[src/rtl/sbr_pkg.sv]
package sbr_pkg;
   // register byte offsets
   localparam logic [4:0] OFF_RATE = 5'h00;
   localparam logic [4:0] OFF_FLAGS = 5'h04;
   localparam logic [4:0] OFF_CTL1 = 5'h08;
   localparam logic [4:0] OFF_CTL2 = 5'h0C;
   localparam logic [4:0] OFF_DATA = 5'h10;
   // status bit positions
   localparam int RF_BIT = 7;
   localparam int TEF_BIT = 5;
   localparam int MF_BIT = 4;
   // control two bit position
   localparam int FEN_BIT = 4;
   // reset values
   localparam logic [7:0] RATE_RST = 8'h00;
   localparam logic [7:0] CTL1_RST = 8'h04;
   localparam logic [7:0] CTL2_RST = 8'h00;
   localparam logic [7:0] DATA_RST = 8'h00;

   // bit-rate register layout
   typedef struct packed {
      logic pad_hi;
      logic [2:0] prescale_select;
      logic pad_lo;
      logic [2:0] rate_divide_select;
   } sbr_rate_type;

   // control one layout
   typedef struct packed {
      logic irq_on;
      logic port_enable;
      logic transmit_irq_enable;
      logic master_select;
      logic clock_polarity;
      logic clock_phase;
      logic select_output_enable;
      logic lsb_first;
   } sbr_ctl_type;

   // bus answer states
   typedef enum logic {
      BUS_IDLE = 1'b0,
      BUS_ANSWER = 1'b1
   } sbr_bus_type;
endpackage : sbr_pkg

[src/rtl/sbr_top.sv]
`timescale 1ns/1ps
// Function
// RULE_01: bit-rate register accessible at any time
// RULE_02: prescaler divides bus clock by code plus one
// RULE_03: divider divides by two to code plus one
// RULE_04: prescaler output steps divider, divisors multiply
// RULE_05: status unused bits zero, writes ignored
// RULE_06: receive-full sets when transfer completes
// RULE_07: receive-full clears: flagged status read, data read
// RULE_08: transmit-empty clears: flagged status read, data write
// RULE_09: data write without flagged status read ignored
// RULE_10: transmit irq when empty flag and enable
// RULE_11: buffer-to-shifter move sets transmit-empty
// RULE_12: idle write reaches shifter, flag within two
// RULE_13: queued byte moves to shifter after transfer
// RULE_14: nothing queued: flag stays, nothing moves
// RULE_15: mode fault when master sees select low
// RULE_16: fault input only master, fault on, no output
// RULE_17: mode fault clears: flagged status read, control write
// RULE_18: port disable aborts, empties, resets flags; the code resets receive-full and transmit-empty but keeps mode fault
// RULE_19: master data write starts a transfer
// RULE_20: unread receive byte keeps, new byte dropped
module sbr_top
   import sbr_pkg::*;
#(
   parameter int ADDR_WIDTH = 5
) (
   // clock and reset
   input wire logic clock,
   input wire logic reset,
   // avalon-mm slave
   input wire logic [ADDR_WIDTH-1:0] address,
   input wire logic read,
   input wire logic write,
   input wire logic [3:0] byteenable,
   input wire logic [31:0] writedata,
   output logic [31:0] readdata,
   output logic waitrequest,
   // shifter side
   input wire logic xfer_done,
   input wire logic [7:0] rx_byte,
   output logic shift_load,
   output logic [7:0] shift_data,
   output logic master_start,
   output logic shift_abort,
   output logic bit_rate_tick,
   output sbr_ctl_type control_out,
   // slave-select pin, active low
   input wire logic select_in_n,
   // transmit request
   output logic transmit_irq
);

   // the address decoder needs the whole map
   if (ADDR_WIDTH < 5) begin : g_chk
      $error("sbr_top: ADDR_WIDTH below 5");
   end

   // true when a byte address hits a register word
   function automatic logic hit(input logic [ADDR_WIDTH-1:0] a,
                                input logic [4:0] off);
      hit = (a[ADDR_WIDTH-1:2] == (ADDR_WIDTH-2)'(off[4:2]));
   endfunction : hit

   // last count of the divider for a rate code
   function automatic logic [7:0] div_last(input logic [2:0] code);
      div_last = 8'((9'h002 << code) - 9'h001);
   endfunction : div_last

   // registers
   sbr_rate_type rate_q; // bit-rate register
   sbr_ctl_type ctl_q; // control one
   logic [7:0] ctl2_q; // control two
   logic [7:0] rxbuf_q; // receive buffer
   logic [7:0] txbuf_q; // transmit buffer
   logic txfull_q; // transmit buffer holds a byte
   logic busy_q; // shifter owns a byte
   logic rf_q; // receive_full_flag
   logic tef_q; // transmit_empty_flag
   logic mf_q; // mode_fault_flag
   logic rf_arm_q; // status read saw receive full
   logic tef_arm_q; // status read saw transmit empty
   logic mf_arm_q; // status read saw mode fault
   logic [2:0] pre_q; // prescaler count
   logic [7:0] div_q; // divider count
   logic tick_q; // bit-rate pulse
   sbr_bus_type bus_q; // bus answer state
   logic wait_q; // waitrequest flop
   logic [31:0] rdata_q; // captured read word
   logic load_q; // shifter load pulse
   logic start_q; // master start pulse
   logic abort_q; // abort level
   logic irq_q; // transmit request
   logic [7:0] sdata_q; // byte handed to shifter

   // decoded access strobes
   logic fire; // access completes this edge
   logic wr_rate, wr_ctl1, wr_ctl2, wr_data;
   logic rd_flags, rd_data;
   logic move; // buffer to shifter move
   logic fault; // mode fault condition
   logic pre_tick; // prescaler output pulse
   logic run; // bit-rate generator active
   logic [7:0] flags; // live status byte

   // a request completes on the edge that sees waitrequest low
   assign fire = (read | write) & ~wait_q;
   assign wr_rate = fire & write & byteenable[0] & hit(address, OFF_RATE);
   assign wr_ctl1 = fire & write & byteenable[0] & hit(address, OFF_CTL1);
   assign wr_ctl2 = fire & write & byteenable[0] & hit(address, OFF_CTL2);
   assign wr_data = fire & write & byteenable[0] & hit(address, OFF_DATA);
   assign rd_flags = fire & read & hit(address, OFF_FLAGS);
   assign rd_data = fire & read & hit(address, OFF_DATA);

   // status byte, unused positions tied low
   always_comb begin
      flags = 8'h00; // RULE_05
      flags[RF_BIT] = rf_q;
      flags[TEF_BIT] = tef_q;
      flags[MF_BIT] = mf_q;
   end

   // bus answer: one wait cycle, then done
   always_ff @(posedge clock or posedge reset) begin
      if (reset) begin
         bus_q <= BUS_IDLE;
         wait_q <= 1'b1;
      end else begin
         unique case (bus_q)
            BUS_IDLE: begin
               // grab the request, answer next cycle
               if (read | write) begin
                  bus_q <= BUS_ANSWER;
                  wait_q <= 1'b0;
               end
            end
            BUS_ANSWER: begin
               // access taken, back to waiting
               bus_q <= BUS_IDLE;
               wait_q <= 1'b1;
            end
         endcase
      end
   end

   // read word captured once, so arming matches what software saw
   always_ff @(posedge clock or posedge reset) begin
      if (reset) begin
         rdata_q <= 32'h0000_0000;
      end else if (bus_q == BUS_IDLE && read) begin
         // rate readable even mid-transfer
         if (hit(address, OFF_RATE)) begin
            rdata_q <= {24'h000000, rate_q}; // RULE_01
         end else if (hit(address, OFF_FLAGS)) begin
            rdata_q <= {24'h000000, flags};
         end else if (hit(address, OFF_CTL1)) begin
            rdata_q <= {24'h000000, ctl_q};
         end else if (hit(address, OFF_CTL2)) begin
            rdata_q <= {24'h000000, ctl2_q};
         end else if (hit(address, OFF_DATA)) begin
            rdata_q <= {24'h000000, rxbuf_q};
         end else begin
            // unmapped reads as zero
            rdata_q <= 32'h0000_0000;
         end
      end
   end

   // software-written configuration; status has no write path
   always_ff @(posedge clock or posedge reset) begin
      if (reset) begin
         rate_q <= RATE_RST;
         ctl_q <= CTL1_RST;
         ctl2_q <= CTL2_RST;
      end else begin
         // rate written whenever, reserved bits kept low
         if (wr_rate) begin
            rate_q <= writedata[7:0] & 8'h77; // RULE_01
         end
         if (wr_ctl1) begin
            ctl_q <= writedata[7:0];
         end
         if (wr_ctl2) begin
            ctl2_q <= writedata[7:0] & 8'h1B;
         end
      end
   end

   // generator runs only for an enabled master
   assign run = ctl_q.port_enable & ctl_q.master_select;
   assign pre_tick = run & (pre_q == rate_q.prescale_select);

   // prescaler: counts 0..code, a pulse every code+1 clocks
   always_ff @(posedge clock or posedge reset) begin
      if (reset) begin
         pre_q <= 3'h0;
      end else if (!run || pre_tick) begin
         pre_q <= 3'h0; // RULE_02
      end else begin
         pre_q <= pre_q + 3'h1;
      end
   end

   // divider steps on prescaler pulses only, so rates multiply
   always_ff @(posedge clock or posedge reset) begin
      if (reset) begin
         div_q <= 8'h00;
         tick_q <= 1'b0;
      end else begin
         tick_q <= 1'b0;
         if (!run) begin
            div_q <= 8'h00;
         end else if (pre_tick) begin // RULE_04
            if (div_q >= div_last(rate_q.rate_divide_select)) begin
               div_q <= 8'h00; // RULE_03
               tick_q <= 1'b1;
            end else begin
               div_q <= div_q + 8'h01;
            end
         end
      end
   end

   // move when a byte waits and the shifter is free
   assign move = ctl_q.port_enable & txfull_q & ~busy_q & ~load_q;

   // transmit buffer and shifter ownership
   always_ff @(posedge clock or posedge reset) begin
      if (reset) begin
         txbuf_q <= DATA_RST;
         txfull_q <= 1'b0;
         busy_q <= 1'b0;
      end else if (!ctl_q.port_enable) begin
         // disable empties buffer and frees shifter
         txfull_q <= 1'b0; // RULE_18
         busy_q <= 1'b0;
      end else begin
         // only an armed write is queued
         if (wr_data && tef_arm_q) begin // RULE_09
            txbuf_q <= writedata[7:0];
            txfull_q <= 1'b1;
         end else if (move) begin
            txfull_q <= 1'b0; // RULE_13
         end
         // move claims the shifter, done releases it
         if (move) begin
            busy_q <= 1'b1;
         end else if (xfer_done) begin
            busy_q <= 1'b0; // RULE_14
         end
      end
   end

   // shifter handoff pulses
   always_ff @(posedge clock or posedge reset) begin
      if (reset) begin
         load_q <= 1'b0;
         start_q <= 1'b0;
         sdata_q <= DATA_RST;
         abort_q <= 1'b1;
      end else begin
         load_q <= move; // RULE_12
         start_q <= move & ctl_q.master_select; // RULE_19
         abort_q <= ~ctl_q.port_enable; // RULE_18
         if (move) begin
            sdata_q <= txbuf_q;
         end
      end
   end

   // transmit-empty: move sets, armed data write clears
   always_ff @(posedge clock or posedge reset) begin
      if (reset) begin
         tef_q <= 1'b1;
         tef_arm_q <= 1'b0;
      end else if (!ctl_q.port_enable) begin
         tef_q <= 1'b1; // RULE_18
         tef_arm_q <= 1'b0;
      end else begin
         // set wins over a clear in the same edge
         if (move) begin
            tef_q <= 1'b1; // RULE_11
         end else if (wr_data && tef_arm_q) begin
            tef_q <= 1'b0; // RULE_08
         end
         // arm on a status read that returned the flag set
         if (wr_data) begin
            tef_arm_q <= 1'b0;
         end else if (rd_flags && rdata_q[TEF_BIT]) begin
            tef_arm_q <= 1'b1; // RULE_08
         end
      end
   end

   // receive buffer and receive-full
   always_ff @(posedge clock or posedge reset) begin
      if (reset) begin
         rxbuf_q <= DATA_RST;
         rf_q <= 1'b0;
         rf_arm_q <= 1'b0;
      end else if (!ctl_q.port_enable) begin
         rf_q <= 1'b0; // RULE_18
         rf_arm_q <= 1'b0;
      end else begin
         // an unread byte is kept; new one accepted if being read now
         if (xfer_done && (!rf_q || (rd_data && rf_arm_q))) begin
            rxbuf_q <= rx_byte; // RULE_20
         end
         // set wins over the clearing read
         if (xfer_done) begin
            rf_q <= 1'b1; // RULE_06
         end else if (rd_data && rf_arm_q) begin
            rf_q <= 1'b0; // RULE_07
         end
         if (rd_data) begin
            rf_arm_q <= 1'b0;
         end else if (rd_flags && rdata_q[RF_BIT]) begin
            rf_arm_q <= 1'b1; // RULE_07
         end
      end
   end

   // select pin is a fault input in one configuration only
   assign fault = ctl_q.port_enable & ctl_q.master_select & ctl2_q[FEN_BIT] &
                  ~ctl_q.select_output_enable & ~select_in_n; // RULE_15 RULE_16

   // mode fault flag; a fault still present re-sets it at once
   always_ff @(posedge clock or posedge reset) begin
      if (reset) begin
         mf_q <= 1'b0;
         mf_arm_q <= 1'b0;
      end else begin
         if (fault) begin
            mf_q <= 1'b1; // RULE_15
         end else if (wr_ctl1 && mf_arm_q) begin
            mf_q <= 1'b0; // RULE_17
         end
         if (wr_ctl1) begin
            mf_arm_q <= 1'b0;
         end else if (rd_flags && rdata_q[MF_BIT]) begin
            mf_arm_q <= 1'b1; // RULE_17
         end
      end
   end

   // transmit request follows flag and enable by one clock
   always_ff @(posedge clock or posedge reset) begin
      if (reset) begin
         irq_q <= 1'b0;
      end else begin
         irq_q <= tef_q & ctl_q.transmit_irq_enable; // RULE_10
      end
   end

   // outputs straight from flops
   assign readdata = rdata_q;
   assign waitrequest = wait_q;
   assign shift_load = load_q;
   assign shift_data = sdata_q;
   assign master_start = start_q;
   assign shift_abort = abort_q;
   assign bit_rate_tick = tick_q;
   assign control_out = ctl_q;
   assign transmit_irq = irq_q;

endmodule : sbr_top

[config.mk]
export PLATFORM = sky130hd
export DESIGN_NAME = sbr_top
export DESIGN_NICKNAME = d
export VERILOG_FILES = /design/src/rtl/sbr_pkg.sv /design/src/rtl/sbr_top.sv
export SDC_FILE = /design/constraint.sdc
export NUM_CORES = 1
export LEC_CHECK = 0
export BUFFER_PORTS_ARGS = -buffer_cell sky130_fd_sc_hd__buf_2
export CORE_UTILIZATION = 40
export DETAILED_ROUTE_END_ITERATION = 8
export GPL_TIMING_DRIVEN = 0
export HOLD_SLACK_MARGIN = 0.1
export PLACE_DENSITY_LB_ADDON = 0.05
export SLEW_MARGIN = 15
export SYNTH_ARGS = -nofsm -noshare
export SYNTH_HDL_FRONTEND = slang
export SYNTH_SLANG_ARGS = --single-unit
export TNS_END_PERCENT = 10
[constraint.sdc]
create_clock -name clock -period 2.43 [get_ports clock]
set_input_delay 0.1215 -clock clock [delete_from_list [all_inputs] [get_ports clock]]
set_output_delay 0.1215 -clock clock [all_outputs]
set_load 0.01 [all_outputs]
==> summary.md, run 1 <==
| Metric | Value |
|---|---|
| Outcome | complete, no violations |
| # fillers | 879 |
| Antenna violations before repair | 0 |
| Hold Vio Cnt, Final | 0 |
| Initial core utilization | 41.1% |
| Sequential area share after synthesis | 50.7% |
| Worst R2R Start | rate_q[2] |
| Fin. max-slew vios | 0 |
| Drt drc | 0 |
| Crit-path slowest cell | dfrtp_1 |
| Largest net degree at the start of global routing | 60 |
| Die width | 98.9 um |
| VDD IR max | 0.281 mV |
| Max cap viols | 0 |
| Top_reg_cell synth | dfrtp_1 |
| Footprint of the multi-input gates | 1630 um^2 |
| Fin util | 51.1% |
| CP bufs+invs | 1 |
| RSZ-0062 raised after global routing | false |
| Area leader, netlist | dfrtp_1 |
| Worst Path Max Fanout | 10 |
| Worst Hold Launch | address[2] |
| Dpl hpwl | 5.93 mm |
| Mean area per synthesized cell | 11.3 um^2 |
| Std-Cell Rows | 35 |
| Crit-path max cell delay | 0.48 ns |
| First-pass GRT wire length | 13.8 mm |
| Final setup skew | 0.0112 ns |
| Tmin final | 2.10 ns |
| Layout cell share with drive strength beyond 1 | 29.7% |
| Crit-path leading delay family | compound AO/OA/AOI/OAI gates |
| I/O Pins | 109 |
| Tot Pwr | 0.00340 W |
| CP Cell Sequence | nor3_1, ha_1, a21oi_1, o21ai_0, a21oi_1, buf_2, nand3b_1, a31oi_1 |
| EDFF count, synth | 0 |
| Grt ovf | 0 |
| GRT Overall Usage | 18.5% |
| Distinct cell type count after synthesis | 49 |
| Warnings, synthesis | 0 |
| PortBufs | 52 |
| Setup TNS | 0 ns |
| Fin cells | 556 |
| Worst-Margin Slew | 0.530 ns |
| Worst min-delay path category | input port to flop |
| Inserted Diodes | 0 |
| Post-CTS sizing | 0 |
| Die Area | 9790 um^2 |
| Chip Height | 98.9 um |
| Period utilisation layout | 86.4% |
| CP Data Required Time | 2.70 ns |
| Relative slew slack | 64.7% |
| Vias in the first global route | 2749 |
| CTS H-Tree Depth | 3 |
| Reg area | 1910 um^2 |
| Worst EP arrival | 2.37 ns |
| Dpl cell area | 4270 um^2 |
| Detail Route Antenna Nets | 0 |
| Clk pin slew, worst setup/hold paths | 0.08 ns |
| Most frequent CP cell | a21oi_1 |
| RD Place Congestion | 0.725 |
| Share of the synthesized area in the top cell type | 48.0% |
| CP endpoint kind | flop |
| Crit path from | rate_q[2] |
| Cell count after synthesis | 333 |
| Post-synthesis cell area | 3760 um^2 |
| Routed WL | 8.33 mm |
| F_max | 476 MHz |
| Worst-skew pair later-pin latency | 0.35 ns |
| Area contributors post-synth | dfrtp_1 (48%), mux2_1 (8.4%), buf_4 (5.4%) |
| Post-synth ARST share | 100% |
| Drt pass-1 iters | 4 |
| DR WL/cell | 15.0 um |
| Final-report setup violation count | 0 |
| Placed insts | 520 |
| Startpoint Class | flop |
| CTS sink cnt | 76 |
| Clk buf depth | 2 |
| Fin nets | 504 |
| Cell area after layout | 4680 um^2 |
| CTS tree | built |
| Vias per inst | 4.83 |
| Power per cell area | 726 nW/um^2 |
| Iter 0 DRT Violations | 71 |
| Critical path type | flop to flop |
| Leakage | 2.35 nW |
| Vias post-DR | 2687 |
| CTS buffer count | 9 |
| P&R area growth vs syn | 24.6% |
| Area of the core | 9150 um^2 |
| Seq cells post-synth | 76 |
| CTS root buffer | clkbuf_8 |
==> final cells by class <==
type / count / share of cell area (%)
clock inverters: 5 / 1.28
multi-input cells: 232 / 34.8
well taps: 111 / 2.97
clock buffers: 11 / 3.02
inverters: 8 / 0.695
repair buffers: 74 / 10.6
flip-flops and latches: 76 / 40.7
plain buffers: 39 / 5.88
==> synthesized netlist by cell type, types with 2 or more instances <==
master	count
a21oi_1	20
dfstp_2	4
o21ai_0	10
buf_6	3
and2_1	2
dfrtp_1	72
buf_2	4
nand3_1	13
nand2b_1	2
nor3b_1	3
mux2_1	28
ha_1	9
inv_1	7
nor2b_1	4
a22oi_1	2
o21ai_1	3
o31ai_1	2
buf_4	27
nor3_1	11
a31oi_1	5
mux2i_1	4
clkbuf_1	6
nand2_1	29
nor4_4	2
mux2_2	10
nor2_1	16
mux2_4	6
a22o_1	3
xnor2_1	4
nor4_1	3
==> cells by family (layout without fill, tap and decap cells) <==
family | count (synthesis) | count (layout) | share of synthesized area [%]
compound gates | 51 | 51 | 8.03
xor+xnor | 4 | 4 | 0.932
fa+ha+maj | 9 | 9 | 3.00
buf+inv | 48 | 137 | 8.22
flops | 76 | 76 | 50.7
mux | 48 | 48 | 14.9
other cells | 1 | 24 | 0.0998
simple gates | 96 | 96 | 14.1
==> cells in the final DEF, fill, tap and decap left out, types with 13 or more instances in the layout <==
cell type,count
buf_2,56
nor2_1,16
a21oi_1,20
conb_1,24
buf_4,27
nand2_1,29
dlygate4sd3_1,21
nand3_1,13
dfrtp_1,72
mux2_1,28
==> repair_timing <==
item / 4_1_cts / 5_1_grt
setup endpoints to repair: 0 / 8
setup buffers: 0 / 0
endpoints found under the hold margin: 109 / 0
hold buffers: 21 / 0
==> flip-flops by register name, summed over array words and instances, names as in the netlist <==
| register | cells |
|---|---|
| busy_q | 1 |
| shift_data | 8 |
| rxbuf_q | 8 |
| tef_arm_q | 1 |
| shift_abort | 1 |
| bit_rate_tick | 1 |
| ctl2_q | 4 |
| rf_q | 1 |
| mf_q | 1 |
| master_start | 1 |
| pre_q | 3 |
| txfull_q | 1 |
| readdata | 8 |
| txbuf_q | 8 |
| div_q | 8 |
| shift_load | 1 |
| rate_q | 6 |
| waitrequest | 1 |
| tef_q | 1 |
| bus_q | 1 |
| control_out | 8 |
| mf_arm_q | 1 |
| rf_arm_q | 1 |
| transmit_irq | 1 |
==> worst register-to-register path, stage by stage, from the launching register on <==
cell and delay [ns]:
dfrtp_1 0.48, nor3_1 0.22, ha_1 0.26, a21oi_1 0.13
o21ai_0 0.10, a21oi_1 0.30, buf_2 0.27, nand3b_1 0.10
a31oi_1 0.17
==> power by group <==
| part | switching (W) | total [W] | internal [W] | leakage, nW |
|---|---|---|---|---|
| Combinational | 0.000395 | 0.000755 | 0.000360 | 1.25 |
| Sequential | 0.000161 | 0.00164 | 0.00148 | 0.995 |
| Clock | 0.000495 | 0.00100 | 0.000507 | 0.0999 |
==> metal layers <==
layer,routed length [um],track usage [%]
met5,0,0
met1,3750,23.3
met3,194,2.70
met2,4270,32.4
met4,115,6.54
==> worst paths after layout <==
path | endpoint | slack [ns] | depth (start not counted)
max in group asynchronous | tef_q | 1.54 | 4
min in group asynchronous | bit_rate_tick | 0.26 | 3
worst max register to register | div_q[7] | 0.33 | 8
worst max-delay path | div_q[7] | 0.33 | 8
worst min-delay path | rf_arm_q | 0.13 | 3
worst min register to register | bus_q | 0.45 | 1
==> stage by stage <==
stage               hold WS (ns)  setup slack [ns]
finish                     0.130             0.331
global route               0.138            0.0513
CTS                        0.130             0.187
detailed placement        0.0912             0.202
global placement           0.338            -0.701
floorplan                  0.218             0.377
(Power assumes the default switching activity.)
==> run 2, diff against run 1 <==
- PLACE_DENSITY: not set -> 0.73
- PLACE_DENSITY_LB_ADDON: 0.05 -> not set
==> run 2 against run 1 <==
Power down 0.25%. Clock power hardly changed. Clock-buffer cell count did not move. Highest routed layer unchanged. Setup slack worse by 0.0011 ns. Non-clock buffer count shrank 1. Critical path depth unchanged. Final cell count down 0.18%. Combinational power grew 0.5%. Largest power group unchanged. Final area shrank 0.21%. Largest cell class unchanged. Core utilization is 0.11 points lower.
==> summary.md, run 2 (synthesis results as in run 1) <==
| Metric | Value |
|---|---|
| Worst Path Max Fanout | 10 (unchanged) |
| Setup TNS | 0 ns (unchanged) |
| Clk buf depth | 2 (unchanged) |
| Area of the core | 9150 um^2 (unchanged) |
| Drt drc | 0 (unchanged) |
| Post-CTS Setup Bufs | 0 (unchanged) |
| F_max | 476 MHz (about the same) |
| Detail Route Antenna Nets | 0 (unchanged) |
| CTS sink cnt | 76 (unchanged) |
| GRT Overall Usage | 17.7% (-0.78 points) |
| Outcome | complete, no violations |
| Vias per inst | 5.02 (+3.9%) |
| Startpoint Class | flop |
| Fin nets | 503 (-0.20%) |
| Vias in the first global route | 2820 (+2.6%) |
| I/O Pins | 109 (unchanged) |
| RD Place Congestion | 0.772 (+6.6%) |
| Initial core utilization | 41.1% (unchanged) |
| Critical path type | flop to flop |
| Worst Hold Launch | read |
| Tmin final | 2.10 ns (+0.00105 ns) |
| CP endpoint kind | flop |
| CTS tree | built |
| Hold Vio Cnt, Final | 0 (unchanged) |
| Worst-skew pair later-pin latency | 0.34 ns (about the same) |
| Largest net degree at the start of global routing | 49 (-18%) |
| Worst R2R Setup Slack | 0.33 ns (about the same) |
| Leakage | 2.34 nW (-0.18%) |
| Fin. max-slew vios | 0 (unchanged) |
| Fin cells | 555 (-0.18%) |
| RSZ-0062 raised after global routing | false |
| Layout cell share with drive strength beyond 1 | 29.7% (+0.067 points) |
| Most common cell after layout, fill and taps aside | dfrtp_1 |
| Worst EP arrival | 2.36 ns (about the same) |
| Inserted Diodes | 0 (unchanged) |
| # fillers | 838 (-4.7%) |
| Drt pass-1 iters | 4 (unchanged) |
| Dpl cell area | 4270 um^2 (unchanged) |
| Chip Height | 98.9 um (unchanged) |
| First-pass GRT wire length | 13.6 mm (-1.8%) |
| R2r worst-path depth | 8 (unchanged) |
| CTS root buffer | clkbuf_8 |
| P&R area growth vs syn | 24.3% |
| Routed WL | 8.19 mm (-1.7%) |
| Die Area | 9790 um^2 (unchanged) |
| PortBufs | 52 (unchanged) |
| CP Data Required Time | 2.69 ns (about the same) |
| Clk pin slew, worst setup/hold paths | 0.08 ns (about the same) |
| Final-report setup violation count | 0 (unchanged) |
| CTS H-Tree Depth | 3 (unchanged) |
| Placed insts | 520 (unchanged) |
| Critical R2R Capture | div_q[7] |
| Cell area after layout | 4670 um^2 (-0.21%) |
| DR WL/cell | 14.8 um (-1.5%) |
| Dpl hpwl | 5.92 mm (-0.23%) |
| Worst hold endpoint | waitrequest |
| Worst min-delay path category | input port to flop |
| Period utilisation layout | 86.4% (about the same) |
| Most frequent cells in the layout | dfrtp_1 (72), buf_2 (56), nand2_1 (29) |
| Vias post-DR | 2786 (+3.7%) |
| Final setup skew | 0.0103 ns (-0.000869 ns) |
| Worst R2R Start | rate_q[2] |
| Grt ovf | 0 (unchanged) |
| Die width | 98.9 um (unchanged) |
| Power per cell area | 726 nW/um^2 (about the same) |
| VDD IR max | 0.410 mV (+46%) |
| Iter 0 DRT Violations | 235 (+230%) |
| Max cap viols | 0 (unchanged) |
| Post-CTS sizing | 0 (unchanged) |
| Std-Cell Rows | 35 (unchanged) |
| Antenna violations before repair | 0 (unchanged) |
| CTS buffer count | 9 (unchanged) |
| Hold path depth | 3 (unchanged) |
==> run 2: cell count changes in the layout (fill, tap and decap cells not counted), sizes merged <==
cell	delta
dlygate4sd3	-1
==> run 2: report_power, final <==
part           switching [W]  leakage (nW)  internal, W
Sequential          0.000168         0.995      0.00148
Clock               0.000476        0.0999     0.000507
Combinational       0.000399          1.25     0.000360
Total                0.00104          2.34      0.00235
==> run 2: per-stage QoR <==
| stage | utilization, % | worst slack (ns) | power (W) | hold slack [ns] |
|---|---|---|---|---|
| final | 51.0 | 0.330 | 0.00339 | 0.126 |
| after global routing | 51.0 | 0.155 | 0.00358 | 0.123 |
| after CTS | 51.1 | 0.211 | 0.00341 | 0.110 |
| after detailed placement | 46.7 | 0.233 | 0.00241 | 0.150 |
| after global placement | 46.4 | -0.517 | 0.00237 | 0.338 |
| after floorplan | - | 0.377 | 0.00215 | 0.218 |
==> run 2: final cells by class <==
type | instances | area (um^2) | area share (%)
buffer | 39 | 275 | 5.89
multi-input combinational | 232 | 1630 | 34.9
timing repair buffer | 73 | 488 | 10.4
inverter | 8 | 32.5 | 0.696
tap | 111 | 139 | 2.97
clock inverter | 5 | 60.1 | 1.29
sequential | 76 | 1910 | 40.8
clock buffer | 11 | 141 | 3.03
==> run 2: per-layer routing <==
layer	GRT usage [%]	part of all wire [%]	vias up
met2	29.4	50	78
li1	-	-	1324
met1	23.0	44	1372
met3	3.76	4.6	12
met4	6.31	1.7	0
met5	0	0	-
==> run 2: critical path, cell delays in order, from the launching register on <==
cell and delay [ns]:
dfrtp_1 0.51, o21ai_0 0.15, ha_1 0.31, a21oi_1 0.13, o21ai_0 0.09, a21oi_1 0.29
buf_2 0.28, nand3_1 0.10, a31oi_1 0.16
==> run 2: timing repair <==
action | 4_1_cts | 5_1_grt
setup endpoints to repair | 0 | 2
hold buffers | 20 | 0
endpoints found under the hold margin | 64 | 0
==> run 2: worst max path at each step <==
stage	slack (ns)	cells past startpoint	from	endpoint
CTS	0.21	9	rate_q[2]	div_q[7]
floorplan	0.38	1	reset	bit_rate_tick
detailed placement	0.23	9	rate_q[2]	div_q[7]
finish	0.33	8	rate_q[2]	div_q[7]
global route	0.16	8	rate_q[2]	div_q[7]
global placement	-0.52	2	reset	txbuf_q[5]
